==> config.mk <==
export PLATFORM = sky130hd
export DESIGN_NAME = ruf_ctrl
export DESIGN_NICKNAME = d
export VERILOG_FILES = /design/src/verilog/ruf_pkg.sv /design/src/verilog/ruf_ctrl.sv /design/src/verilog/ruf_fmt.sv /design/src/verilog/ruf_sync2.sv
export VERILOG_INCLUDE_DIRS = /design/src /design/src/verilog
export SDC_FILE = /design/constraint.sdc
export NUM_CORES = 1
export LEC_CHECK = 0
export ABC_AREA = 1
export BUFFER_PORTS_ARGS = -buffer_cell sky130_fd_sc_hd__buf_4
export CORE_UTILIZATION = 54
export DETAILED_ROUTE_END_ITERATION = 8
export GPL_ROUTABILITY_DRIVEN = 0
export GPL_TIMING_DRIVEN = 0
export PLACE_DENSITY_LB_ADDON = 0.2
export SYNTH_ARGS = -nofsm -noshare
export SYNTH_HDL_FRONTEND = slang
export SYNTH_SLANG_ARGS = --single-unit
==> constraint.sdc <==
create_clock -name mclk -period 3.8 [get_ports mclk]
set_clock_uncertainty 0.1 [all_clocks]
set_input_delay 0.57 -clock mclk [delete_from_list [all_inputs] [get_ports mclk]]
set_output_delay 0.57 -clock mclk [all_outputs]
set_load 0.005 [all_outputs]
==> src/verilog/ruf_regs.svh <==
`ifndef RUF_REGS_SVH
`define RUF_REGS_SVH
// register indices; byte address is four times the index
`define RUF_IDX_RATE     4'ha
`define RUF_IDX_IRQF     4'hb
`define RUF_IDX_FLAG     4'hc
// rate/divider register fields
`define RUF_A_UIP        7
`define RUF_A_DCS        6:4
`define RUF_A_RATE       3:0
`define RUF_A_HALT       6:5
`define RUF_DCS_HALT     2:1
`define RUF_HALT_CODE    2'h3
// interrupt/format register fields
`define RUF_B_FREEZE     7
`define RUF_B_PIE        6
`define RUF_B_AIE        5
`define RUF_B_UIE        4
`define RUF_B_BIN        2
`define RUF_B_H24        1
`define RUF_B_DST        0
// flag register fields
`define RUF_C_IRQ        7
`define RUF_C_PF         6
`define RUF_C_AF         5
`define RUF_C_UF         4
// reset values and chain codes
`define RUF_RST_BYTE     8'h00
`define RUF_DCS_RUN      3'h2
`define RUF_DCS_RST      3'h0
// timing: tick rate in Hz, lead time in us, restart delay in ms
`define RUF_TICK_HZ      32'h8000
`define RUF_UIP_LEAD_US  32'h1e8
`define RUF_RESTART_MS   32'h1f4
`define RUF_UIP_LEAD_TICKS ((`RUF_UIP_LEAD_US * `RUF_TICK_HZ + 32'hf423f) / 32'hf4240)
`define RUF_RESTART_TICKS  ((`RUF_RESTART_MS * `RUF_TICK_HZ) / 32'h3e8)
`define RUF_DIV_TOP      15'h7fff
`endif

==> src/verilog/ruf_pkg.sv <==
package ruf_pkg;
   // divider chain history, gray along stop -> run -> halt -> run
   typedef enum logic [1:0]
   {
      RUF_CH_STOP = 2'h0,
      RUF_CH_RUN  = 2'h1,
      RUF_CH_HALT = 2'h3
   } ruf_chain_t;
endpackage : ruf_pkg

==> src/verilog/ruf_ctrl.sv <==
// Local design decision: the Avalon-MM slave port.
`timescale 1ns/100ps
`include "ruf_regs.svh"
// What this block does
// - update-pending flag rises 16 slow ticks before each update, falls right after
// - divider field 11x halts time and date advancing
// - first 010 write after halt gives first update 500 ms later
// - counting only with divider field 010 and block enable set
// - rate code picks periodic event period, 0 never fires
// - with freeze clear, time and date advance once per second
// - freeze bit set suppresses hardware updates; clearing resumes them
// - periodic event reaches interrupt only while its gate is set
// - alarm event reaches interrupt only while its gate is set
// - update-done event reaches interrupt only while its gate is set
// - format bit selects binary or BCD for reads and writes
// - hour style bit selects 24-hour or 12-hour with am/pm bit
// - summer-time bit enables yearly forward and backward hour adjust
// - format bits only change conversion, never stored contents
// - format bits may change any time, conversion follows on the next cycle
// - flags record regardless of gates; summary ORs gated flags; read clears
// - update-done flag set by every update pulse, once a second unless frozen
// - hours alarm writes follow current format and hour style
module ruf_ctrl
(
   // clock and reset
   input  wire logic        mclk,
   input  wire logic        rst_b,
   // avalon-mm slave
   input  wire logic [5:0]  avs_address,
   input  wire logic        avs_read,
   input  wire logic        avs_write,
   input  wire logic [31:0] avs_writedata,
   output logic      [31:0] avs_readdata,
   output logic             avs_waitrequest,
   // slow clock pin
   input  wire logic        clk32_pin,
   // neighbouring control and calendar logic
   input  wire logic        blk_en,
   input  wire logic        alarm_evt,
   input  wire logic        dst_fwd_hit,
   input  wire logic        dst_bwd_hit,
   // format conversion ports
   input  wire logic [6:0]  cal_int_val,
   input  wire logic        cal_is_hour,
   input  wire logic [7:0]  host_ext_val,
   output logic      [7:0]  host_pres_val_reg,
   output logic      [6:0]  cal_wr_val_reg,
   // outputs to calendar counters
   output logic             time_adv_reg,
   output logic             dst_fwd_reg,
   output logic             dst_bwd_reg,
   output logic             uip_reg,
   output logic             irq_reg
);
   localparam int DIV_W = 15;

   logic                 clk32_s;
   logic                 clk32_d_reg;
   logic                 tick;
   logic [DIV_W-1:0]     div_reg;
   logic [DIV_W-1:0]     div_next;
   logic [DIV_W-1:0]     per_mask;
   logic                 counting;
   logic                 wrap;
   logic                 per_evt;
   logic [2:0]           dcs_reg;
   logic [3:0]           rate_reg;
   logic                 freeze_reg;
   logic                 pie_reg;
   logic                 aie_reg;
   logic                 uie_reg;
   logic                 bin_reg;
   logic                 h24_reg;
   logic                 dst_reg;
   logic                 pf_reg;
   logic                 af_reg;
   logic                 uf_reg;
   logic [2:0]           snap_reg;
   logic                 rd_acc;
   logic                 wr_acc;
   logic [3:0]           idx;
   logic [7:0]           wbyte;
   logic [7:0]           rbyte;
   logic                 irq_sum;
   logic [7:0]           pres_val;
   logic [6:0]           wr_val;
   ruf_pkg::ruf_chain_t  chain_reg;

   ////////////////////////////////////////////////////////////////////////////
   // slow clock pin: synchronised, then a rising edge is one tick
   ruf_sync2 u_sync
   (
      .mclk  (mclk),
      .rst_b (rst_b),
      .d     (clk32_pin),
      .q     (clk32_s)
   );

   always_ff @(posedge mclk)
   begin
      if (!rst_b)
         clk32_d_reg <= 1'b0;
      else
         clk32_d_reg <= clk32_s;
   end

   assign tick = clk32_s && !clk32_d_reg;

   ////////////////////////////////////////////////////////////////////////////
   // bus decode; one wait cycle, accept on the cycle with waitrequest low
   assign idx    = avs_address[5:2];
   assign wbyte  = avs_writedata[7:0];
   assign rd_acc = avs_read && !avs_waitrequest;
   assign wr_acc = avs_write && !avs_waitrequest;

   always_ff @(posedge mclk)
   begin
      if (!rst_b)
         avs_waitrequest <= 1'b1;
      else if (avs_waitrequest && (avs_read || avs_write))
         avs_waitrequest <= 1'b0;
      else
         avs_waitrequest <= 1'b1;
   end

   ////////////////////////////////////////////////////////////////////////////
   // divider chain: runs on 010 plus block enable only
   assign counting = tick && (dcs_reg == `RUF_DCS_RUN) && blk_en;
   assign div_next = div_reg + 15'h0001;
   assign wrap     = counting && (div_reg == `RUF_DIV_TOP);

   always_ff @(posedge mclk)
   begin
      if (!rst_b)
         div_reg <= '0;
      else if (wr_acc && idx == `RUF_IDX_RATE && wbyte[`RUF_A_DCS] == `RUF_DCS_RUN
               && chain_reg == ruf_pkg::RUF_CH_HALT)
         div_reg <= DIV_W'(`RUF_DIV_TOP + 1 - `RUF_RESTART_TICKS);
      else if (dcs_reg[`RUF_DCS_HALT] == `RUF_HALT_CODE)
         div_reg <= '0;
      else if (counting)
         div_reg <= div_next;
   end

   // halt history: only the first 010 after a halt restarts half way
   always_ff @(posedge mclk)
   begin
      if (!rst_b)
         chain_reg <= ruf_pkg::RUF_CH_STOP;
      else if (wr_acc && idx == `RUF_IDX_RATE)
      begin
         if (wbyte[`RUF_A_HALT] == `RUF_HALT_CODE)
            chain_reg <= ruf_pkg::RUF_CH_HALT;
         else if (wbyte[`RUF_A_DCS] == `RUF_DCS_RUN)
            chain_reg <= ruf_pkg::RUF_CH_RUN;
      end
   end

   ////////////////////////////////////////////////////////////////////////////
   // periodic rate: codes 1 and 2 alias 8 and 9
   function automatic logic [3:0] rate_exp(input logic [3:0] r);
      case (r)
         4'h0:    return 4'h0;
         4'h1:    return 4'h7;
         4'h2:    return 4'h8;
         default: return r - 4'h1;
      endcase
   endfunction : rate_exp

   assign per_mask = DIV_W'((32'h1 << rate_exp(rate_reg)) - 32'h1);
   assign per_evt  = counting && (rate_reg != 4'h0)
                     && ((div_next & per_mask) == '0);

   ////////////////////////////////////////////////////////////////////////////
   // update pulse once a second unless frozen; summer-time hour moves ride it
   always_ff @(posedge mclk)
   begin
      if (!rst_b)
      begin
         time_adv_reg <= 1'b0;
         dst_fwd_reg  <= 1'b0;
         dst_bwd_reg  <= 1'b0;
      end
      else
      begin
         time_adv_reg <= wrap && !freeze_reg;
         dst_fwd_reg  <= wrap && !freeze_reg && dst_reg && dst_fwd_hit;
         dst_bwd_reg  <= wrap && !freeze_reg && dst_reg && dst_bwd_hit;
      end
   end

   // pending flag: set a fixed lead before wrap, cleared by the update itself
   always_ff @(posedge mclk)
   begin
      if (!rst_b)
         uip_reg <= 1'b0;
      else if (time_adv_reg || freeze_reg || dcs_reg != `RUF_DCS_RUN)
         uip_reg <= 1'b0;
      else if (counting && div_reg == DIV_W'(`RUF_DIV_TOP - `RUF_UIP_LEAD_TICKS))
         uip_reg <= 1'b1;
   end

   ////////////////////////////////////////////////////////////////////////////
   // control register writes; pending flag is not writable
   always_ff @(posedge mclk)
   begin
      if (!rst_b)
      begin
         dcs_reg  <= `RUF_DCS_RST;
         rate_reg <= 4'h0;
      end
      else if (wr_acc && idx == `RUF_IDX_RATE)
      begin
         dcs_reg  <= wbyte[`RUF_A_DCS];
         rate_reg <= wbyte[`RUF_A_RATE];
      end
   end

   always_ff @(posedge mclk)
   begin
      if (!rst_b)
         {freeze_reg, pie_reg, aie_reg, uie_reg, bin_reg, h24_reg, dst_reg} <= '0;
      else if (wr_acc && idx == `RUF_IDX_IRQF)
      begin
         freeze_reg <= wbyte[`RUF_B_FREEZE];
         pie_reg    <= wbyte[`RUF_B_PIE];
         aie_reg    <= wbyte[`RUF_B_AIE];
         uie_reg    <= wbyte[`RUF_B_UIE];
         bin_reg    <= wbyte[`RUF_B_BIN];
         h24_reg    <= wbyte[`RUF_B_H24];
         dst_reg    <= wbyte[`RUF_B_DST];
      end
   end

   ////////////////////////////////////////////////////////////////////////////
   // event flags: read clears only what the read showed, so set wins
   always_ff @(posedge mclk)
   begin
      if (!rst_b)
         {pf_reg, af_reg, uf_reg} <= 3'h0;
      else
      begin
         pf_reg <= (pf_reg && !(rd_acc && idx == `RUF_IDX_FLAG && snap_reg[2])) || per_evt;
         af_reg <= (af_reg && !(rd_acc && idx == `RUF_IDX_FLAG && snap_reg[1])) || alarm_evt;
         uf_reg <= (uf_reg && !(rd_acc && idx == `RUF_IDX_FLAG && snap_reg[0]))
                   || time_adv_reg;
      end
   end

   assign irq_sum = (pf_reg && pie_reg) || (af_reg && aie_reg)
                    || (uf_reg && uie_reg);

   always_ff @(posedge mclk)
   begin
      if (!rst_b)
         irq_reg <= 1'b0;
      else
         irq_reg <= irq_sum;
   end

   ////////////////////////////////////////////////////////////////////////////
   // read data captured in the wait cycle; unmapped words read zero
   always_comb
   begin
      case (idx)
         `RUF_IDX_RATE: rbyte = {uip_reg, dcs_reg, rate_reg};
         `RUF_IDX_IRQF: rbyte = {freeze_reg, pie_reg, aie_reg, uie_reg,
                                 1'b0, bin_reg, h24_reg, dst_reg};
         `RUF_IDX_FLAG: rbyte = {irq_sum, pf_reg, af_reg, uf_reg, 4'h0};
         default:       rbyte = `RUF_RST_BYTE;
      endcase
   end

   always_ff @(posedge mclk)
   begin
      if (!rst_b)
      begin
         avs_readdata <= 32'h0;
         snap_reg     <= 3'h0;
      end
      else if (avs_read && avs_waitrequest)
      begin
         avs_readdata <= {24'h0, rbyte};
         snap_reg     <= {pf_reg, af_reg, uf_reg};
      end
   end

   ////////////////////////////////////////////////////////////////////////////
   // host-side conversion; storage stays binary 24-hour
   ruf_fmt u_fmt
   (
      .bin_mode (bin_reg),
      .h24      (h24_reg),
      .is_hour  (cal_is_hour),
      .int_val  (cal_int_val),
      .ext_out  (pres_val),
      .ext_in   (host_ext_val),
      .int_out  (wr_val)
   );

   // one register stage; mode changes apply on the next cycle
   always_ff @(posedge mclk)
   begin
      if (!rst_b)
      begin
         host_pres_val_reg <= 8'h00;
         cal_wr_val_reg    <= 7'h00;
      end
      else
      begin
         host_pres_val_reg <= pres_val;
         cal_wr_val_reg    <= wr_val;
      end
   end
endmodule : ruf_ctrl

==> src/verilog/ruf_fmt.sv <==
`timescale 1ns/100ps
module ruf_fmt
(
   // mode bits
   input  wire logic       bin_mode,
   input  wire logic       h24,
   input  wire logic       is_hour,
   // internal binary value to host form
   input  wire logic [6:0] int_val,
   output logic      [7:0] ext_out,
   // host form to internal binary value
   input  wire logic [7:0] ext_in,
   output logic      [6:0] int_out
);
   function automatic logic [7:0] to_bcd(input logic [6:0] v);
      return {4'(v / 7'h0a), 4'(v % 7'h0a)};
   endfunction : to_bcd

   function automatic logic [6:0] from_bcd(input logic [7:0] b);
      return 7'(b[7:4] * 7'h0a) + 7'(b[3:0]);
   endfunction : from_bcd

   logic       twelve;
   logic [6:0] h;
   logic [7:0] v;
   logic [7:0] raw;
   logic [6:0] b;

   ////////////////////////////////////////////////////////////////////////////
   // read path: internal 0..23 hours become 1..12 plus pm bit
   always_comb
   begin
      twelve = is_hour && !h24;
      h      = int_val;
      if (twelve)
         h = (int_val == 7'h00) ? 7'h0c : (int_val > 7'h0c) ? int_val - 7'h0c : int_val;
      v = bin_mode ? {1'b0, h} : to_bcd(h);
      if (twelve)
         ext_out = {(int_val >= 7'h0c), v[6:0]};
      else
         ext_out = v;
   end

   ////////////////////////////////////////////////////////////////////////////
   // write path: storage stays binary 24-hour whatever the host uses
   always_comb
   begin
      raw     = twelve ? {1'b0, ext_in[6:0]} : ext_in;
      b       = bin_mode ? raw[6:0] : from_bcd(raw);
      int_out = b;
      if (twelve)
         int_out = (b == 7'h0c) ? (ext_in[7] ? 7'h0c : 7'h00)
                                : (ext_in[7] ? b + 7'h0c : b);
   end
endmodule : ruf_fmt

==> src/verilog/ruf_sync2.sv <==
`timescale 1ns/100ps
module ruf_sync2
(
   // clock and reset
   input  wire logic mclk,
   input  wire logic rst_b,
   // async level in, synced level out
   input  wire logic d,
   output logic      q
);
   logic meta_reg;

   ////////////////////////////////////////////////////////////////////////////
   // two stages; only the second reads the first
   always_ff @(posedge mclk)
   begin
      if (!rst_b)
      begin
         meta_reg <= 1'b0;
         q        <= 1'b0;
      end
      else
      begin
         meta_reg <= d;
         q        <= meta_reg;
      end
   end
endmodule : ruf_sync2
==> results of run 1 <==
-- cells by family after synthesis --
group                      share of synthesized area (%)
other                                            0.07885
xor gates and xnor gates                           4.946
buffers and inverters                              13.52
and+or+nand+nor                                    33.39
adders and majority gates                          5.578
muxes                                             0.2105
DFF                                                29.04
AOI/OAI and AO/OA                                  13.23
-- metal layers --
metal / global-route usage, % / vias to the layer above
li1: - / 2350
met3: 5.134 / 19
met4: 8.955 / 0
met5: 0 / -
met1: 29.92 / 2115
met2: 44.70 / 125
-- worst max path at each step --
stage	endpoint	slack [ps]
2_1_floorplan	cal_wr_val_reg[2]	430
5_1_grt	cal_wr_val_reg[3]	60
3_5_place_dp	cal_wr_val_reg[3]	-190
3_3_place_gp	cal_wr_val_reg[2]	-1
6_report	cal_wr_val_reg[3]	290
4_1_cts	cal_wr_val_reg[3]	140
-- timing repair --
action / CTS / global route
resized for setup: 0 / 1
endpoints found under the hold margin: 0 / 0
setup endpoints to repair: 0 / 3
-- cell usage in the layout, fill, tap and decap left out, types with 3 or more instances in the layout --
cell / count
nand2_1: 148
inv_1: 89
buf_4: 89
dfxtp_1: 69
nor2_1: 52
a21oi_1: 47
o21ai_0: 37
nand3_1: 37
conb_1: 24
nand2_2: 18
ha_1: 18
xor2_1: 16
nor3_1: 12
inv_2: 11
clkbuf_1: 10
nand3_2: 9
xnor2_1: 9
clkbuf_8: 9
nand4_1: 8
nor2_2: 7
o211ai_1: 7
nand2_4: 5
nand4_2: 5
nor2_4: 4
clkinv_1: 4
nor4_1: 4
o22ai_1: 4
a211oi_1: 4
o21ai_1: 3
nand3b_1: 3
-- layout make-up --
cell class | instances | area, um^2
buffer | 36 | 240.2
clock buffer | 9 | 123.9
clock inverter | 6 | 87.58
fill | 764 | 2703
inverter | 106 | 402.9
multi-input combinational | 500 | 2824
sequential | 69 | 1381
tap | 105 | 131.4
timing repair buffer | 65 | 488.0
-- power by group --
part | switching (mW) | total [mW] | internal (mW) | leakage, nW
Combinational | 0.273 | 0.472 | 0.199 | 2.10
Clock | 0.298 | 0.665 | 0.367 | 0.109
Sequential | 0.0114 | 0.767 | 0.755 | 0.562
Total | 0.582 | 1.90 | 1.32 | 2.77
-- worst max-delay path, stage by stage (launching register included) --
cell and delay (ps):
dfxtp_1 320, inv_2 60, nand2_4 110, inv_4 80, nor2_1 220, ha_1 290, ha_1 220, fa_1 480
inv_1 60, or2_2 290, nand2_1 60, nand2_1 50, o21ai_0 90, inv_1 120, nor4b_2 500, o21ai_0 140
o31ai_1 90, o211ai_1 120, inv_1 80
-- stage by stage --
| stage | setup TNS (ps) | power [mW] | setup WS [ps] | utilization [%] | hold WS [ps] |
|---|---|---|---|---|---|
| finish | 0 | 1.904 | 293.3 | 67.76 | 296.1 |
| detailed placement | -412.6 | 1.248 | -185.5 | 65.16 | 307.4 |
| global route | 0 | 1.993 | 56.66 | 67.76 | 287.2 |
| CTS | 0 | 1.908 | 139.3 | 67.68 | 285.8 |
| global placement | -1.342 | 1.231 | -1.342 | 65.16 | 293.6 |
| floorplan | 0 | 1.108 | 427.6 | - | 290.5 |
==> results.toml, run 1 <==
[clocking]
post-cts-setup-buffer-count = 0
worst_skew_pair.late_latency_ps = 350
cts_hold_repair.buffers = 0
cts_tree = "built"
clock_sink_count = 69
worst_setup_hold_path_clk_slew_ps = 80
max-clock-path-buffers = 2
cts_made_buffers = 9
clock-root-buffer = "clkbuf_8"
cts.htree.levels = 3

[flow_run]
maxCapViolCount = 0

[grt]
grt_max_degree = 13
first_global_vias = 4181
first_pass_grt_wire_length_mm = 18.06
number_of_antenna_violations_at_the_first_check_in_global_routing = 0
total_gr_overflow = 0
global_route.usage.total_pct = 25.18

[setup_path]
cp_max_fo = 9
rr_startpoint = "h24_reg"
critPathArrivalTime_ps = 3710
timing_worst_setup_path_type = "flip-flop to flip-flop"
critical_path.startpoint_type = "flip-flop"
regToRegEndpoint = "cal_wr_val_reg[3]"
reg2reg_setup_slack_ps = 290
reg2regPathDepth = 18
critical_path_required_ps = 4000
startpoint = "h24_reg"
cp-end-kind = "flip-flop"

[timing]
final_hold_viol_count = 0
slew-limit-headroom_pct = 47.87
finalWorstPathRequiredPeriod_ps = 3507
timing.final.crit_share_pct = 92.28
finalSetupViolations = 0
report.final.slew_viol_count = 0
worst-slew-pin-transition_ps = 774.8
fmaxAchievable_mhz = 285.2
rsz0062_at_grt = "false"

[power]
ir_drop_uv = 207.8
cellLeakagePower_nw = 2.771
power.density_cell_area_nw_per_um2 = 335.3

[synth]
yosysWarningCount = 0
synth.avg_cell_area_um2 = 6.913
yosys-top-cells-area = "dfxtp_1, nand2_1, inv_1, a21oi_1, ha_1"
ys_ff_latch = 69
synth_area_um2 = 4756
synthFlopType = "dfxtp_1"
leading_cell_types_by_count_after_synthesis = "nand2_1, inv_1, dfxtp_1"
post-synth-top-area-fraction_pct = 29.04
top_cell_type_by_total_area_after_synthesis = "dfxtp_1"
synth_sequential_area_ratio_pct = 29.04
synth.most_common_cell = "nand2_1"
synth_edf_count = 0
postSynthCellCount = 688
ys_types = 45
post_synth_arst_share_pct = 0

[place]
post-dp-hpwl_mm = 8.978
placed_cells = 881
placement.io_buffers = 65
detailed_place.area_um2 = 5461

[floorplanning]
std_cell_rows = 33
start_util_pct = 56.74
fp.dieH_um = 95.85
io-pin-count = 116
die_footprint_um2 = 9186
fp.dieW_um = 95.85
core_um2 = 8382

[finish]
drive_gt1_share_pct = 22.76
post_layout_nonfiller_instances = 896
largest_reg_flops = 15
antenna_cells_inserted = 0
post-route-cell-area_um2 = 5679
layout-area-overhead-vs-synth_pct = 19.42
nets = 870

[worst_hold_path]
worstHoldPathType = "primary input to flip-flop"
hp-start = "clk32_pin"
worstHoldPathCells = 3
hold_path_end = "u_sync.meta_reg"

[drt]
drt-pass1-iter-count = 5
via_count = 4609
avgRoutedWirePerCell_um = 12.57
route.detailed.vias_per_inst = 5.144
route.met2.wl_mm = 5.564
wl_mm = 11.26
drtIter0Drc = 160
met1_wire_length_mm = 4.891
detailroute.wirelength.met3_um = 613
drt_drc_violations_left = 0
drtAntennaViolNets = 0
topRoutingLayerUsed = "met4"

[status]
status = "finished clean"
Power figures use the tool's default switching activity.
==> inputs of run 2 (changes only) <==
- CELL_PAD_IN_SITES_DETAIL_PLACEMENT: unset -> 1
- CELL_PAD_IN_SITES_GLOBAL_PLACEMENT: unset -> 1
- CORE_UTILIZATION: 54 -> 38
==> results.toml, run 2 (synthesized netlist as in run 1, its figures left out) <==
[grt]
global_route.usage.total_pct = 22.46
total_gr_overflow = 0
first_global_vias = 4838
grt_max_degree = 14
first_pass_grt_wire_length_mm = 23.06
number_of_antenna_violations_at_the_first_check_in_global_routing = 0

[setup_path]
critPathArrivalTime_ps = 3600
cp_max_fo = 9
critical_path.startpoint_type = "flip-flop"
cp-end-kind = "flip-flop"
critical_path_required_ps = 3980
timing_worst_setup_path_type = "flip-flop to flip-flop"

[clocking]
clock_sink_count = 69
cts_made_buffers = 9
clock-root-buffer = "clkbuf_16"
worst_setup_hold_path_clk_slew_ps = 60
worst_skew_pair.late_latency_ps = 330
post-cts-setup-buffer-count = 0
cts_hold_repair.buffers = 0
cts_tree = "built"
cts.htree.levels = 3
max-clock-path-buffers = 2

[floorplanning]
start_util_pct = 39.27
core_um2 = 12110
fp.dieH_um = 113.9
fp.dieW_um = 113.9
die_footprint_um2 = 12970
io-pin-count = 116
std_cell_rows = 40

[power]
ir_drop_uv = 155.5
p_sw_share_pct = 29.64
power.density_cell_area_nw_per_um2 = 375.8
switching_power_uw = 654.8
cellLeakagePower_nw = 2.821
combPwrFrac_pct = 22.1
seqPwrFrac_pct = 34.7
p_int_mw = 1.555
clockPowerShare_pct = 43.2

[timing]
report.final.slew_viol_count = 0
worst_hold_margin_ps = 324.5
final_hold_viol_count = 0
finalWorstPathRequiredPeriod_ps = 3419
totalNegativeSetupSlack_ps = 0
slew-limit-headroom_pct = 46.52
timing.final.crit_share_pct = 89.96
rsz0062_at_grt = "false"
worst-slew-pin-transition_ps = 794.9
fmaxAchievable_mhz = 292.5
finalSetupViolations = 0

[drt]
drt_drc_violations_left = 0
drtAntennaViolNets = 0
drt-pass1-iter-count = 5
detailroute.wirelength.met3_um = 429
via_count = 4672
route.detailed.vias_per_inst = 4.867
wl_mm = 13.91
route.met2.wl_mm = 7.021
met1_wire_length_mm = 6.296
avgRoutedWirePerCell_um = 14.49
drtIter0Drc = 146
topRoutingLayerUsed = "met4"

[finish]
antenna_cells_inserted = 0
finalCoreUtilization_pct = 48.54
drive_gt1_share_pct = 22.85
mostFrequentLayoutCells = "nand2_1, inv_1, buf_4"
nets = 870
layout.cells.most_common = "nand2_1"
layout-area-overhead-vs-synth_pct = 23.63
largest_reg_flops = 15
n_fill_cell = 1610

[place]
post-dp-hpwl_mm = 10.93
placement.io_buffers = 65

[worst_hold_path]
worstHoldPathType = "primary input to flip-flop"

[status]
status = "finished clean"

[flow_run]
maxCapViolCount = 0
run 2: critical path: stages, from the launching register on:
cell      delay, ps
dfxtp_1         340
inv_2            70
nand2_4         120
inv_4            80
nor2_1          160
ha_1            260
ha_1            210
fa_1            490
inv_1            60
or2_2           290
nand2_1          60
nand2_1          50
o21ai_0          70
inv_1           110
nor4b_2         470
o21ai_0         150
o31ai_1          90
o211ai_1        120
inv_1            90
run 2: cell type report:
cell class / count / area (um^2) / share of cell area, %
buffer: 36 / 240.2 / 4.086
tap: 168 / 210.2 / 3.575
inverter: 106 / 402.9 / 6.853
multi-input combinational: 500 / 2824 / 48.03
clock buffer: 10 / 239.0 / 4.065
sequential: 69 / 1381 / 23.49
timing repair buffer: 65 / 488.0 / 8.300
clock inverter: 6 / 93.84 / 1.596
run 2: power groups by stage:
stage                     registers (mW)  clock network (mW)  logic [mW]
after floorplan                    0.786                   0       0.322
after global placement             0.783                   0       0.457
after detailed placement           0.783                   0       0.482
after CTS                          0.768               0.969       0.490
after global routing               0.770               0.996       0.548
final                              0.767               0.954       0.489
run 2: stage by stage:
stage               worst slack, ps  instance area [um^2]  cells  power, mW
finish                        381.4                  5879    960      2.209
global route                  137.7                  5879    960      2.314
CTS                           129.1                  5873    960      2.226
detailed placement           -154.0                  5540    944      1.265
global placement             -53.63                  5540    944      1.240
floorplan                     427.6                  4842    711      1.108
run 2: metal layers:
layer	GRT usage, %	up-vias
met5	0	-
met3	3.560	11
met4	6.753	0
met2	40.69	78
li1	-	2366
met1	27.26	2217
run 2: final timing paths:
check	start	endpoint	slack (ps)	cells past startpoint
worst max-delay path	h24_reg	cal_wr_val_reg[3]	380	18
worst min-delay path	host_ext_val[0]	cal_wr_val_reg[0]	320	3
worst max register to register	h24_reg	cal_wr_val_reg[3]	380	18
worst min register to register	u_sync.q	clk32_d_reg	330	2
run 2: what timing repair did:
action,CTS,global route
resized for setup,0,1
endpoints found under the setup margin,0,2
endpoints found under the hold margin,0,0
==> inputs of run 3 (changes only) <==
- PLACE_DENSITY_LB_ADDON: 0.2 -> 0.1
- SLEW_MARGIN: unset -> 30
- TNS_END_PERCENT: unset -> 10
==> results.toml, run 3 (synthesized netlist as in run 1, its figures left out) <==
[timing]
totalNegativeSetupSlack_ps = 0
finalSetupViolations = 0
rsz0062_at_grt = "false"
timing.final.crit_share_pct = 91.68
final_hold_viol_count = 0
report.final.slew_viol_count = 0
worst_hold_margin_ps = 330.4
slew-limit-headroom_pct = 49.60
worst_slack_ps = 316.1
finalWorstPathRequiredPeriod_ps = 3484
worst-slew-pin-transition_ps = 756.1
fmaxAchievable_mhz = 287.0

[setup_path]
reg2reg_setup_slack_ps = 320
regToRegEndpoint = "cal_wr_val_reg[3]"
timing_worst_setup_path_type = "flip-flop to flip-flop"
reg2regPathDepth = 18
critical_path.startpoint_type = "flip-flop"
critPathArrivalTime_ps = 3670
cp_max_fo = 9
cp-end-kind = "flip-flop"
critical_path_required_ps = 3980
rr_startpoint = "h24_reg"

[floorplanning]
die_footprint_um2 = 12970
io-pin-count = 116
std_cell_rows = 40
core_um2 = 12110
fp.dieH_um = 113.9
fp.dieW_um = 113.9
start_util_pct = 39.27

[place]
post-dp-hpwl_mm = 10.57
detailed_place.area_um2 = 5540
placed_cells = 944
placement.io_buffers = 65
preCtsSetupSlack_ps = -194.6

[drt]
via_count = 4604
drtAntennaViolNets = 0
drtIter0Drc = 140
avgRoutedWirePerCell_um = 13.93
route.detailed.vias_per_inst = 4.796
drt_drc_violations_left = 0
drt-pass1-iter-count = 4
wl_mm = 13.38

[worst_hold_path]
hold_path_end = "u_sync.meta_reg"
worstHoldPathCells = 3
hp-start = "clk32_pin"
worstHoldPathType = "primary input to flip-flop"

[clocking]
cts.htree.levels = 3
worst_skew_pair.late_latency_ps = 340
cts_made_buffers = 9
clock_sink_count = 69
max-clock-path-buffers = 2
worst_setup_hold_path_clk_slew_ps = 60
post-cts-setup-buffer-count = 0
clock-root-buffer = "clkbuf_16"
cts_tree = "built"

[finish]
n_fill_cell = 1618
post_layout_nonfiller_instances = 960
largest_reg_flops = 15
antenna_cells_inserted = 0
post-route-cell-area_um2 = 5852
layout-area-overhead-vs-synth_pct = 23.05
drive_gt1_share_pct = 22.85
mostFrequentLayoutCells = "nand2_1, inv_1, buf_4"
finalCoreUtilization_pct = 48.32
layout.cells.most_common = "nand2_1"
nets = 870

[grt]
grt_max_degree = 15
first_pass_grt_wire_length_mm = 22.16
global_route.usage.total_pct = 21.62
number_of_antenna_violations_at_the_first_check_in_global_routing = 0
first_global_vias = 4643
total_gr_overflow = 0

[power]
power.density_cell_area_nw_per_um2 = 362.3
ir_drop_uv = 171.8
power_mw = 2.120
cellLeakagePower_nw = 2.804

[flow_run]
maxCapViolCount = 0

[status]
status = "finished clean"
==> run 3: cell types whose count changed in the layout (fill, tap and decap cells not counted), sizes merged <==
cell | previous run | this run
bufinv | 2 | 1
clkbuf | 20 | 19
clkinvlp | 1 | 2
inv | 104 | 105
==> run 3: worst max path at each step <==
stage                              to         from  depth (start not counted)
global route        cal_wr_val_reg[3]      h24_reg                         18
CTS                 cal_wr_val_reg[3]      h24_reg                         18
detailed placement  cal_wr_val_reg[3]  cal_is_hour                         18
floorplan           cal_wr_val_reg[2]  cal_is_hour                         16
finish              cal_wr_val_reg[3]      h24_reg                         18
global placement    cal_wr_val_reg[2]  cal_is_hour                         17
==> run 3: timing repair <==
item / CTS / global route
hold buffers: 0 / 0
endpoints found under the setup margin: 0 / 3
resized for setup: 0 / 1
==> run 3: routing by layer <==
layer,GRT usage (%),vias up,part of all wire [%]
li1,-,2356,-
met1,26.97,2163,46
met2,38.25,68,49
met3,3.666,17,2.9
met4,6.061,0,1.5
met5,0,-,0
==> run 3: power breakdown <==
group	leakage (nW)	switching [mW]	internal, mW
combinational	2.10	0.280	0.199
clock	0.143	0.357	0.516
sequential	0.562	0.0120	0.756
total	2.80	0.648	1.47
==> run 3: area by class of cell <==
type                    count  area, um^2  share of cell area [%]
clock buffers               9       225.2                   3.849
plain buffers              36       240.2                   4.105
flip-flops and latches     69        1381                   23.60
repair buffers             65       488.0                   8.339
inverters                 106       402.9                   6.885
multi-input cells         500        2824                   48.26
clock inverters             7       80.08                   1.368
well taps                 168       210.2                   3.592
==> run 3: critical path: stages, from the launching register on <==
cell,delay (ps)
dfxtp_1,330
inv_2,70
nand2_4,120
inv_4,80
nor2_1,170
ha_1,260
ha_1,220
fa_1,480
inv_1,60
or2_2,290
nand2_1,60
nand2_1,40
o21ai_0,90
inv_1,120
nor4b_2,480
o21ai_0,160
o31ai_1,100
o211ai_1,120
inv_1,80
